`src/shared/rsl_pkg.sv`:
```
/*
 * Constants for the run enable and status logic: polarities, scaling,
 * sensor window and boot timing.
 * Assumes analog quantities arrive as unsigned millivolt codes and
 * temperatures as signed centidegree codes.
 */
`default_nettype none
package rsl_pkg;
    // ==========================================================
    // Clock and timing
    localparam int          CLK_HZ          = 40_000_000;
    localparam int          BOOT_TIME_US    = 1000;
    localparam int          BOOT_CYCLES     = BOOT_TIME_US * (CLK_HZ / 1_000_000);
    localparam int          BOOT_CNT_W      = 16;
    // ==========================================================
    // Data widths
    localparam int          MV_W            = 13;
    localparam int          TEMP_W          = 16;
    // ==========================================================
    // Default polarities (1 = active high)
    localparam logic        RUN_POL_RST     = 1'h0;
    localparam logic        CLR_POL_RST     = 1'h0;
    localparam logic        HEALTHY_POL_RST = 1'h1;
    localparam logic        IN_BAND_POL_RST = 1'h1;
    // ==========================================================
    // Setpoint scaling: 10 degC per volt = 1 centidegree per millivolt
    localparam int          CDEG_PER_MV     = 1;
    localparam logic [15:0] BAND_CDEG       = 16'h0064;
    // ==========================================================
    // Sensor window in millivolts
    localparam logic [12:0] SENSOR_MIN_MV   = 13'h0050;
    localparam logic [12:0] SENSOR_MAX_MV   = 13'h092e;
    // ==========================================================
    // Error bit positions
    localparam int          ERR_SENSOR      = 0;
    localparam int          ERR_CURRENT     = 1;
    localparam int          ERR_OVERTEMP    = 2;
    localparam int          ERR_W           = 3;
    // ==========================================================
    // Modes
    typedef enum logic { RSL_RUN_HW, RSL_RUN_SW } rsl_run_mode_t;
    typedef enum logic { RSL_TGT_HW, RSL_TGT_SW } rsl_tgt_mode_t;
    typedef enum logic [1:0] { RSL_BOOT, RSL_NORMAL, RSL_FAULT } rsl_state_t;
endpackage
`default_nettype wire

```
`src/core/rsl_top.sv`:
```
/*
 * Run enable and status logic of a thermoelectric controller.
 * Assumes pin levels are synchronous to sys_clk; analog values are
 * digitised elsewhere into millivolt and centidegree codes.
 */
// Overview of operation
// (RQ1) The run request pin defaults to active low, so an open (high) pin is inactive.
// (RQ2) An active run request permitted by the run mode starts regulation and power stage.
// (RQ3) In software run mode run enable needs both run request and software start.
// (RQ4) In hardware run mode the software start is ignored and the run request alone counts.
// (RQ5) The clear pin defaults to active low, open reads inactive, and clears latched errors.
// (RQ6) The clear pin touches only error states, never configuration or boot state.
// (RQ7) Healthy and in-band pins default to active high.
// (RQ8) Healthy stays inactive from reset until the boot sequence is done; reset drives the pin low, the active level when healthy_pol_low is set.
// (RQ9) Healthy is active only in normal operation with no error pending.
// (RQ10) In-band is active only while enabled and within one degree of the setpoint; reset drives the pin low, active when in_band_pol_low is set.
// (RQ11) The analog target is used only when the target source is hardware, the default.
// (RQ12) The target is ten degrees per volt of the analog target input.
// (RQ13) A sensor voltage below 0.08 V or above 2.35 V raises a sensor error.
// (RQ14) The spare target input is ignored.
// (RQ15) Overcurrent and power stage overtemperature are separate error states.
// (RQ16) Errors stay latched, blocking healthy and run, until cleared with the cause gone.
`timescale 1ns/10ps
`default_nettype none
module rsl_top
(
    input  wire logic                       sys_clk,
    input  wire logic                       sys_rst,
    input  wire logic                       clk_en,
    input  wire logic                       run_request_pin,
    input  wire logic                       error_clear_pin,
    input  wire logic                       run_pol_high,
    input  wire logic                       clr_pol_high,
    input  wire logic                       healthy_pol_low,
    input  wire logic                       in_band_pol_low,
    input  wire logic                       run_mode_sw,
    input  wire logic                       sw_start,
    input  wire logic                       target_source_select,
    input  wire logic [rsl_pkg::MV_W-1:0]   analog_target_in,
    input  wire logic [rsl_pkg::MV_W-1:0]   spare_target_in,
    input  wire logic [rsl_pkg::TEMP_W-1:0] sw_target,
    input  wire logic [rsl_pkg::TEMP_W-1:0] measured_temp,
    input  wire logic [rsl_pkg::MV_W-1:0]   sensor_mv,
    input  wire logic                       overcurrent,
    input  wire logic                       overtemp,
    output logic                            run_enable,
    output logic                            healthy_pin,
    output logic                            in_band_pin,
    output logic      [rsl_pkg::TEMP_W-1:0] target_temp,
    output logic      [rsl_pkg::ERR_W-1:0]  error_state,
    output logic                            boot_done
);
    // ==========================================================
    // Functions
    function automatic logic level_active(input logic lvl, input logic pol_high);
        level_active = pol_high ? lvl : ~lvl;
    endfunction

    function automatic logic drive_level(input logic active, input logic pol_low);
        drive_level = active ^ pol_low;
    endfunction

    function automatic logic [rsl_pkg::TEMP_W-1:0] abs_diff
    (
        input logic [rsl_pkg::TEMP_W-1:0] a,
        input logic [rsl_pkg::TEMP_W-1:0] b
    );
        abs_diff = ($signed(a) >= $signed(b)) ? a - b : b - a;
    endfunction

    // ==========================================================
    // Declarations
    rsl_pkg::rsl_state_t              state;
    logic [rsl_pkg::BOOT_CNT_W-1:0]   boot_cnt;
    logic                             external_run_request;
    logic                             external_error_clear;
    logic [rsl_pkg::ERR_W-1:0]        cause;
    logic                             sensor_bad;
    logic [rsl_pkg::TEMP_W-1:0]       diff;
    logic                             next_run;
    logic                             next_band;
    logic                             next_healthy;
    logic                             boot_last;
    logic                             err_block;
    logic [rsl_pkg::TEMP_W-1:0]       scaled_target;

    // ==========================================================
    // Input decoding
    assign external_run_request = level_active(run_request_pin,
                                               run_pol_high ^ rsl_pkg::RUN_POL_RST); // [RQ1]
    assign external_error_clear = level_active(error_clear_pin,
                                               clr_pol_high ^ rsl_pkg::CLR_POL_RST); // [RQ5]

    // ==========================================================
    // Error causes
    assign sensor_bad = (sensor_mv < rsl_pkg::SENSOR_MIN_MV)
                      || (sensor_mv > rsl_pkg::SENSOR_MAX_MV); // [RQ13]
    always_comb
    begin
        cause = '0;
        cause[rsl_pkg::ERR_SENSOR]   = sensor_bad;
        cause[rsl_pkg::ERR_CURRENT]  = overcurrent; // [RQ15]
        cause[rsl_pkg::ERR_OVERTEMP] = overtemp;    // [RQ15]
    end

    // Clear reaches only the error latch [RQ6]
    rsl_err_latch u_err
    (
        .sys_clk (sys_clk),
        .sys_rst (sys_rst),
        .clk_en  (clk_en),
        .cause   (cause),
        .clear   (external_error_clear),
        .latched (error_state)
    );

    // ==========================================================
    // Boot counter
    assign boot_last = (boot_cnt == rsl_pkg::BOOT_CNT_W'(rsl_pkg::BOOT_CYCLES - 1));
    always_ff @(posedge sys_clk)
    begin
        if (sys_rst)
            boot_cnt <= '0;
        else if (clk_en && (state == rsl_pkg::RSL_BOOT) && !boot_last)
            boot_cnt <= boot_cnt + 1'b1; // [RQ8]
    end

    // ==========================================================
    // Boot sequencing
    always_ff @(posedge sys_clk)
    begin
        if (sys_rst)
            state <= rsl_pkg::RSL_BOOT;
        else if (clk_en)
        begin
            case (state)
                rsl_pkg::RSL_BOOT:
                begin
                    if (boot_last)
                        state <= rsl_pkg::RSL_NORMAL; // [RQ8]
                end
                rsl_pkg::RSL_NORMAL:
                begin
                    if (|error_state)
                        state <= rsl_pkg::RSL_FAULT;
                end
                rsl_pkg::RSL_FAULT:
                begin
                    if (~|error_state)
                        state <= rsl_pkg::RSL_NORMAL;
                end
                default:
                    state <= rsl_pkg::RSL_BOOT;
            endcase
        end
    end
    assign boot_done = (state != rsl_pkg::RSL_BOOT);

    // ==========================================================
    // Error gating
    assign err_block = (|error_state) || (|cause); // [RQ16]

    // ==========================================================
    // Run enable
    always_comb
    begin
        next_run = external_run_request
                   && (run_mode_sw ? sw_start : 1'b1); // [RQ3] [RQ4]
        next_run = next_run && (state == rsl_pkg::RSL_NORMAL)
                   && !err_block; // [RQ16]
    end
    always_ff @(posedge sys_clk)
    begin
        if (sys_rst)
            run_enable <= 1'b0;
        else if (clk_en)
            run_enable <= next_run; // [RQ2]
    end

    // ==========================================================
    // Target temperature
    assign scaled_target = rsl_pkg::TEMP_W'(analog_target_in * rsl_pkg::CDEG_PER_MV); // [RQ12]
    always_ff @(posedge sys_clk)
    begin
        if (sys_rst)
            target_temp <= '0;
        else if (clk_en)
        begin
            if (target_source_select == rsl_pkg::RSL_TGT_HW) // [RQ11] [RQ14]
                target_temp <= scaled_target;
            else
                target_temp <= sw_target;
        end
    end

    // ==========================================================
    // Status decoding
    always_comb
    begin
        diff = abs_diff(measured_temp, target_temp);
        next_band = run_enable && (diff <= rsl_pkg::BAND_CDEG); // [RQ10]
        next_healthy = (state == rsl_pkg::RSL_NORMAL) && ~|error_state; // [RQ8] [RQ9]
    end

    // ==========================================================
    // Healthy output
    always_ff @(posedge sys_clk)
    begin
        if (sys_rst)
            healthy_pin <= ~rsl_pkg::HEALTHY_POL_RST;
        else if (clk_en)
            healthy_pin <= drive_level(next_healthy,
                                       healthy_pol_low ^ ~rsl_pkg::HEALTHY_POL_RST); // [RQ7]
    end

    // ==========================================================
    // In-band output
    always_ff @(posedge sys_clk)
    begin
        if (sys_rst)
            in_band_pin <= ~rsl_pkg::IN_BAND_POL_RST;
        else if (clk_en)
            in_band_pin <= drive_level(next_band,
                                       in_band_pol_low ^ ~rsl_pkg::IN_BAND_POL_RST); // [RQ7]
    end
endmodule
`default_nettype wire

```
`src/core/rsl_err_latch.sv`:
```
/*
 * Sticky error latch: one bit per error cause, cleared by a clear
 * strobe only when the cause has gone.
 * Assumes causes and clear are synchronous to sys_clk.
 */
`timescale 1ns/10ps
`default_nettype none
module rsl_err_latch
(
    input  wire logic                    sys_clk,
    input  wire logic                    sys_rst,
    input  wire logic                    clk_en,
    input  wire logic [rsl_pkg::ERR_W-1:0] cause,
    input  wire logic                    clear,
    output logic      [rsl_pkg::ERR_W-1:0] latched
);
    // ==========================================================
    // Latch
    always_ff @(posedge sys_clk)
    begin
        if (sys_rst)
            latched <= '0;
        else if (clk_en)
            latched <= cause | (clear ? '0 : latched); // [RQ16] [RQ5]
    end
endmodule
`default_nettype wire

```
`config.mk`:
```
export PLATFORM = sky130hd
export DESIGN_NAME = rsl_top
export DESIGN_NICKNAME = d
export VERILOG_FILES = /design/src/shared/rsl_pkg.sv /design/src/core/rsl_top.sv /design/src/core/rsl_err_latch.sv
export SDC_FILE = /design/constraint.sdc
export NUM_CORES = 1
export LEC_CHECK = 0
export ABC_AREA = 1
export BUFFER_PORTS_ARGS = -buffer_cell sky130_fd_sc_hd__buf_2
export CORE_MARGIN = 5
export CORE_UTILIZATION = 40
export CTS_CLUSTER_SIZE = 28
export DETAILED_ROUTE_END_ITERATION = 8
export GPL_TIMING_DRIVEN = 0
export HOLD_SLACK_MARGIN = 0.02
export PLACE_DENSITY = 0.72
export SYNTH_ARGS = -nofsm -noshare
export SYNTH_HDL_FRONTEND = slang
export SYNTH_SLANG_ARGS = --single-unit
```
`constraint.sdc`:
```
create_clock -name sys_clk -period 2.3 [get_ports sys_clk]
set_input_delay 0.23 -clock sys_clk [delete_from_list [all_inputs] [get_ports sys_clk]]
set_output_delay 0.23 -clock sys_clk [all_outputs]
set_load 0.03 [all_outputs]
```
Word level (Yosys, flattened, before mapping)
Index checks and enable logic that the tools add are counted.
Operators by class
  reductions and logical operators: 17
  order comparisons: 4
  mux-type cells: 10
  bitwise operators: 5
  add/subtract/negate cells: 3
  equality and inequality tests: 6
Operator list (count)
  $mux W16: 2
  $sub A16 B16 Y16: 2
  $add A16 B1 Y16 const B: 1
  $eq A16 B16 Y1 const B: 1
  $ge A16 B16 Y1: 1
  $le A16 B7 Y1 const B: 1
  $gt A13 B12 Y1 const B: 1
  $lt A13 B7 Y1 const B: 1
  $logic_and A1 B1 Y1: 7
  $mux W2: 3
  $ne A2 B2 Y1 const B: 3
  $pmux W2 S3: 1
  $reduce_or A3 Y1: 2
  $reduce_and A4 Y1: 1
  $logic_not A1 Y1: 3
  $mux W1: 3
  $mux W3: 1
  $or A3 B3 Y3: 1
  $eq A2 B1 Y1 const B: 1
  $eq A2 B2 Y1 const B: 1
  $logic_not A2 Y1: 1
  $logic_or A1 B1 Y1: 2
  $not A1 Y1: 2
  $reduce_bool A2 Y1: 1
  $xor A1 B1 Y1: 2
Word-level totals
  logic and storage cells: 52
  bits in registers: 40
  bits of input ports: 85

Logic depth before layout (Yosys ltp)
Gate-level depths: netlist (run 1).
  depth in word-level cells: 6
  mapped depth: 22

Modules after synthesis
From an unflattened synthesis (run 1), not the netlist that was laid out.
Unflattened totals
  cells, all modules: 716
  area, all modules: 4083.9 um^2
By module, submodules not included
  rsl_top: times used 1, area each 3980.1 um^2, cells each 703, seq. area each 740.7 um^2
  rsl_err_latch: times used 1, area each 103.8 um^2, cells each 13, seq. area each 60.1 um^2

Worst setup path before layout (run 1)
Ideal clock, no wire load.
  path kind: register to register
  start point: register target_temp[10] in the netlist's numbering
  end point: register in_band_pin
  data required time: 2.191 ns
  stages on the path, launching flop included: 18
  slack: 0.071 ns
  data arrival time: 2.120 ns
  period minus slack after synthesis: 2.229 ns
  path buffers: 0
  path through: dfxtp_1 -> ha_1 -> nand2_2 -> inv_1 -> a21oi_2 -> nor2_1 -> nor2_2 -> nand3_1 -> nand2_2 -> nand2_2 -> nand2_1 -> inv_1 -> nor2_2 -> nand3_1 -> nand2_1 -> nand3_1 -> nand2_1 -> inv_1
On the way
  cells in the longest elaborated chain, start to end: 5
Ends and longest elaborated chain
  from (decl): RTL line rsl_top.sv:49  | output logic [rsl_pkg::TEMP_W-1:0] target_temp,
  from (signal assigned): RTL line rsl_top.sv:190  | target_temp <= scaled_target;
  from (signal assigned): RTL line rsl_top.sv:192  | target_temp <= sw_target;
  $sub A16 B16 Y16 / $ge A16 B16 Y1 (equally long branches): RTL line rsl_top.sv:68  | abs_diff = ($signed(a) >= $signed(b)) ? a - b : b - a;
  $mux W16 (*): RTL line rsl_top.sv:68
  $le A16 B7 Y1 (*): RTL line rsl_top.sv:201  | next_band = run_enable && (diff <= rsl_pkg::BAND_CDEG);
  $logic_and A1 B1 Y1 (*): RTL line rsl_top.sv:201
  $xor A1 B1 Y1 (*): RTL line rsl_top.sv:60  | drive_level = active ^ pol_low;
  to (signal assigned): RTL line rsl_top.sv:221  | in_band_pin <= ~rsl_pkg::IN_BAND_POL_RST;
  to (signal assigned): RTL line rsl_top.sv:223  | in_band_pin <= drive_level(next_band,
  to (decl): RTL line rsl_top.sv:48  | output logic in_band_pin,
Every way passes the cells marked *; elsewhere a longest branch is shown, timed or not.
A chain may end at the register's enable or synchronous reset.

Final worst setup path (run 1)
  start point: register target_temp[2] in the netlist's numbering
  end point: register in_band_pin
The elaborated chain is that of the path after synthesis.

==> results of run 1 <==
metrics by stage:
step	setup slack [ps]	total power [mW]	util (%)	setup TNS, ps	std cells
floorplan	71.2	1.36	-	0	693
global placement	-103	1.59	47.1	-103	918
detailed placement	-120	1.60	47.1	-120	918
CTS	18.2	2.18	48.8	0	927
global route	-75.8	2.43	51.4	-75.8	932
finish	55.8	2.26	51.4	0	932
sequential cells by signal, indices dropped and copies added, names as in the netlist:
name	cells
target_temp	16
in_band_pin	1
boot_cnt	16
healthy_pin	1
u_err.latched	3
state	2
run_enable	1
worst max-delay path: cells and delay by family, from the launching register on:
family                   cells  cell delay, ps
AND/OR/NAND/NOR             16            1250
flip-flops                   1             370
adder cells (fa/ha/maj)      1             270
buffers and inverters        4             270
logic make-up (layout without fill, tap and decap cells):
family,Yosys count,after routing
buffers and inverters,160,266
XOR/XNOR,11,11
AND/OR/NAND/NOR,369,369
AO/OA/AOI/OAI,81,81
flip-flops,40,40
adder cells (fa/ha/maj),32,32
where the power goes:
group	internal (mW)	switching [mW]	total, mW	leakage (nW)
combinational	0.353	0.573	0.926	2.31
clock	0.322	0.253	0.575	0.0552
sequential	0.724	0.0379	0.762	0.332
placed cells by master (no fill, tap or decap), types with 13 or more instances in the layout:
cell type / count
a21oi_1: 38
buf_2: 95
dfxtp_1: 28
ha_1: 19
inv_1: 144
nand2_1: 215
nand2_2: 14
nand3_1: 61
nand4_1: 15
nor2_1: 32
o211ai_1: 13
o21ai_0: 19
what timing repair did:
item / 4_1_cts / 5_1_grt
gates resized for setup: 15 / 50
gates cloned: 0 / 1
endpoints found under the setup margin: 1 / 5
pin swaps: 2 / 7
hold endpoints to repair: 0 / 0
setup buffers: 1 / 4
worst min path at each step:
stage	to	from	slack, ps	cells past startpoint
after floorplan	u_err.latched[1]	overcurrent	380	2
after global placement	boot_cnt[15]	boot_cnt[15]	450	2
after detailed placement	boot_cnt[15]	boot_cnt[15]	460	2
after CTS	u_err.latched[1]	overcurrent	200	3
after global routing	target_temp[14]	sw_target[14]	200	3
final	u_err.latched[1]	overcurrent	200	3
final cells by class:
cell class | instances | area (sq um)
clock buffer | 6 | 72.6
multi-input combinational | 493 | 2780
fill | 1046 | 4730
clock inverter | 2 | 35.0
buffer | 14 | 73.8
inverter | 146 | 548
timing repair buffer | 98 | 503
sequential | 40 | 823
tap | 133 | 166
layer usage:
metal | wire [um] | track usage (%) | part of all wire (%)
met3 | 621 | 2.70 | 5.4
met2 | 5720 | 33.5 | 50
met4 | 148 | 3.47 | 1.3
met1 | 4980 | 24.2 | 43
met5 | 0 | 0 | 0
==> run metrics, run 1 <==
CP Capture Type=register; Total GRT Usage=a little under a fifth; peak supply drop=0.000417 V; area delta synth->final=26.3%; Root Buffer=clkbuf_8; Startpoint Class=register; R2R Setup Slk=60 ps; DP Area=0.00458 sq mm; vias per cell=4.82; H-tree depth=2; Seq/Total Area, Yosys=20.2%; Initial Util=40.7%; DRT Pass-1 Iters=5; reg2reg end=in_band_pin; Final HPWL DP=9270 um; crit-path max cell delay=370 ps; RSZ-0062 raised after global routing=true; syn nets=810; Async SR Flop Fraction=0%; Routed wire per std cell=12.3 um; most frequent CP cell=nand2_2; f_max=~450 MHz; Die Ht=109 um; DRC=0; clk_skew=4.43 ps; post-synthesis mux area share=0%; layout cells sized above 1=21.7%; Setup-failing EPs final=0; syn avg cell area=5.71 sq um; post-synthesis adder-cell area fraction=10.1%; main combinational cell family by area after synthesis=simple AND/OR/NAND/NOR gates; status=complete, no violations; first-pass GRT wire length=around 18000 um; Setup crit end=in_band_pin; largest net degree at the start of global routing=13; flops & latches, synth=40; port bufs=92; Die Area=approximately 0.012 sq mm; Synth cell types=36; Final nets=915; most frequent cell after synthesis=nand2_1; Die Wd=about 110 um; yosys warns=0; final worst path period share=a little over nine tenths; crit path launch=target_temp[2]; top_reg_cell synth=dfxtp_1; Syn Inst Count=about 690; antenna viol nets, final=0; vias in the first global route=about 4100; vias=approximately 4500; P_leak=2.70 nW; WP data required=2500 ps; number of antenna repair diodes=0; Core Region=0.00973 sq mm; hold_buf cts=0; final hold viol count=0; Clock transition at path regs=80 ps; simple-gate share of the synthesized area=40.1%; Worst-Skew Late Latency=between 200 and 300 ps; num rows=36; Final Wtd Congestion=between 0.9 and 1; kind of critical path=register to register; Top Ports=approximately 110; most frequent cells after synthesis=nand2_1 (223), inv_1 (144), nand3_1 (64), a21oi_1 (40), dfxtp_1 (40); XOR/XNOR share of the synthesized area=between 2 and 2.5%; CP max FO=5; max-cap viol count=0; top cell type by total area after synthesis=nand2_1; final hold slack=around 200 ps; r2r startpoint=target_temp[2]; Post-synth EDFFs=0; CTS tree=yes; Worst EP arrival=about 2400 ps; HP Class=input pin to register; DRT Wirelength=11500 um; Final Cell Area=roughly 0.005 sq mm; worst reg-to-reg path cell count=21; min Tclk post-route=2240 ps; Pwr Density=around 450 mW/mm^2; Worst-Margin Slew=575 ps; Netlist Area Pre-Place=just under 0.004 sq mm; Slew HR=61.6%; post-synth top area share=21.2%; antenna violations before repair=0; cts bufs inserted=5; CP Cell Sequence=ha_4 -> buf_6 -> nand2_2 -> inv_1 -> nand2_1 -> nand2_2 -> nand2_1 -> nand2_2 -> nand2_2 -> nand2_2 -> nand2_2 -> nand2_2 -> nand2_2 -> nand2_1 -> inv_1 -> nor2_4 -> nand3_1 -> nand2_1 -> nand3_1 -> nand2_1 -> inv_1; GRT Residual Overflow=0; CTS Sinks=40; compound-cell area share of the yosys netlist=roughly an eighth; synth top area cells=nand2_1 (21%), dfxtp_1 (20%), inv_1 (14%); Max stage delay cell, worst path=dfxtp_4; Iter 0 DRT Violations=212; CTS Buffer Depth=2; Slew Viols, Final=0
(Power assumes the default switching activity.)
==> run 2: changes to the inputs <==
--- a/config.mk
+++ b/config.mk
@@ -9,6 +9,7 @@
 export BUFFER_PORTS_ARGS = -buffer_cell sky130_fd_sc_hd__buf_2
 export CORE_MARGIN = 5
 export CORE_UTILIZATION = 40
+export CTS_BUF_LIST = sky130_fd_sc_hd__clkbuf_16
 export CTS_CLUSTER_SIZE = 28
 export DETAILED_ROUTE_END_ITERATION = 8
 export GPL_TIMING_DRIVEN = 0
==> run metrics, run 2 (synthesis gave the netlist of run 1 again) <==
status=complete, no violations; most frequent cells in the layout=nand2_1 (214), inv_1 (145), buf_2 (95), nand3_1 (62), a21oi_1 (38); CTS tree=yes; GRT Residual Overflow=0; Startpoint Class=register; Core Region=0.00973 sq mm; crit-path max cell delay=340 ps; commonest non-fill, non-tap cell in the layout=nand2_1; Cell Count, Final, Fillers Out=934; DRT Wirelength=11500 um; first-pass GRT wire length=18500 um; number of antenna repair diodes=0; layout cells sized above 1=21.7%; vias=4516; final hold viol count=0; cts bufs inserted=5; Setup-failing EPs final=0; Routed wire per std cell=12.3 um; Top Ports=about 110; Worst EP arrival=2390 ps; antenna violations before repair=0; num rows=36; most used routing layer in global routing=met2; CTS Buffer Depth=2; final hold slack=213 ps; CP Capture Type=register; min Tclk post-route=2210 ps; Fillers=1037; Inst Count DP=918; Final TNS setup=0 ps; hold_buf cts=0; peak supply drop=0.000594 V; H-tree depth=2; Top Registers=boot_cnt: 16 flops, target_temp: 16 flops, u_err.latched: 3 flops; Pwr Density=between 400 and 500 mW/mm^2; Total GRT Usage=19.1%; clk_skew=5.49 ps; CP max FO=5; Worst-Skew Late Latency=280 ps; worst path bufs/invs=4; Die Area=approximately 0.012 sq mm; f_max=452 MHz; DRT Pass-1 Iters=4; vias per cell=a little under 5; Worst-Margin Slew=570 ps; most frequent CP cell=nand2_2; CTS Sinks=40; CP Cell Sequence=ha_4 -> buf_6 -> nand2_2 -> inv_1 -> nand2_1 -> nand2_2 -> nand2_1 -> nand2_2 -> nand2_2 -> nand2_2 -> nand2_2 -> nand2_2 -> nand2_2 -> nand2_1 -> inv_1 -> nor2_4 -> nand3_1 -> nand2_1 -> nand3_1 -> nand2_1 -> inv_1; WP data required=2480 ps; Final Wtd Congestion=slightly above 0.9; final worst path period share=~96%; met2 Usage GRT=approximately a third; Slew Viols, Final=0; Final nets=917; HP Class=input pin to register; port bufs=92; Max stage delay cell, worst path=dfxtp_2; Iter 0 DRT Violations=185; antenna viol nets, final=0; Die Wd=109 um; RSZ-0062 raised after global routing=true; Root Buffer=clkbuf_16; area delta synth->final=28.0%; GR Layer Usage met1=between 20% and 30%; DRC=0; PnR Total Power=about 2.5 mW; Final HPWL DP=between 9000 and 10000 um; vias in the first global route=4104; Worst path top cell family by delay=simple AND/OR/NAND/NOR gates; Initial Util=40.7%; largest net degree at the start of global routing=13; GR met3 Demand/Resource=around 2.5%; kind of critical path=register to register; P_leak=2.73 nW; Clock transition at path regs=60 ps; max-cap viol count=0; Slew HR=62.0%; Die Ht=109 um
==> run 2: path summary, 6_finish.rpt <==
check,start,endpoint,slack [ps],cells after the start
setup reg to reg,target_temp[2],in_band_pin,90,21
hold / removal,sw_target[13],target_temp[13],210,3
setup / recovery,target_temp[2],in_band_pin,90,21
hold reg to reg,boot_cnt[15],boot_cnt[15],460,2
==> run 2: metrics by stage <==
stage          utilization [%]  setup slack (ps)  area, sq um
2_1_floorplan                -              71.2         3960
3_3_place_gp              47.1              -103         4580
3_5_place_dp              47.1              -120         4580
4_1_cts                   49.5              2.16         4820
5_1_grt                   52.1             -81.0         5070
6_report                  52.1              89.8         5070
==> run 2: tightest hold or removal path: stages <==
cell and delay, ps:
buf_2 100, nand3_1 70, a21oi_1 50
==> run 2: layout make-up <==
cell class                 count  area (sq um)  area share [%]
buffer                        14          73.8            1.46
multi-input combinational    493          2770            54.8
timing repair buffer         100           518            10.2
tap                          133           166            3.28
inverter                     146           548            10.8
clock inverter                 3          38.8           0.766
clock buffer                   5           125            2.47
sequential                    40           822            16.2
==> run 2: report_power, final <==
part	switching, mW	internal (mW)
Sequential	0.0384	0.725
Combinational	0.574	0.358
Clock	0.271	0.506
==> run 2: repair_timing <==
item | 4_1_cts | 5_1_grt
cloned | 0 | 1
pin swaps | 1 | 8
buffers inserted | 1 | 6
gates resized for setup | 16 | 48
endpoints found under the setup margin | 1 | 5
==> run 2: metal layers <==
metal,up-vias,routed length [um]
li1,2380,-
met1,2003,5000
met2,118,5690
met3,15,624
met4,0,201
met5,-,0
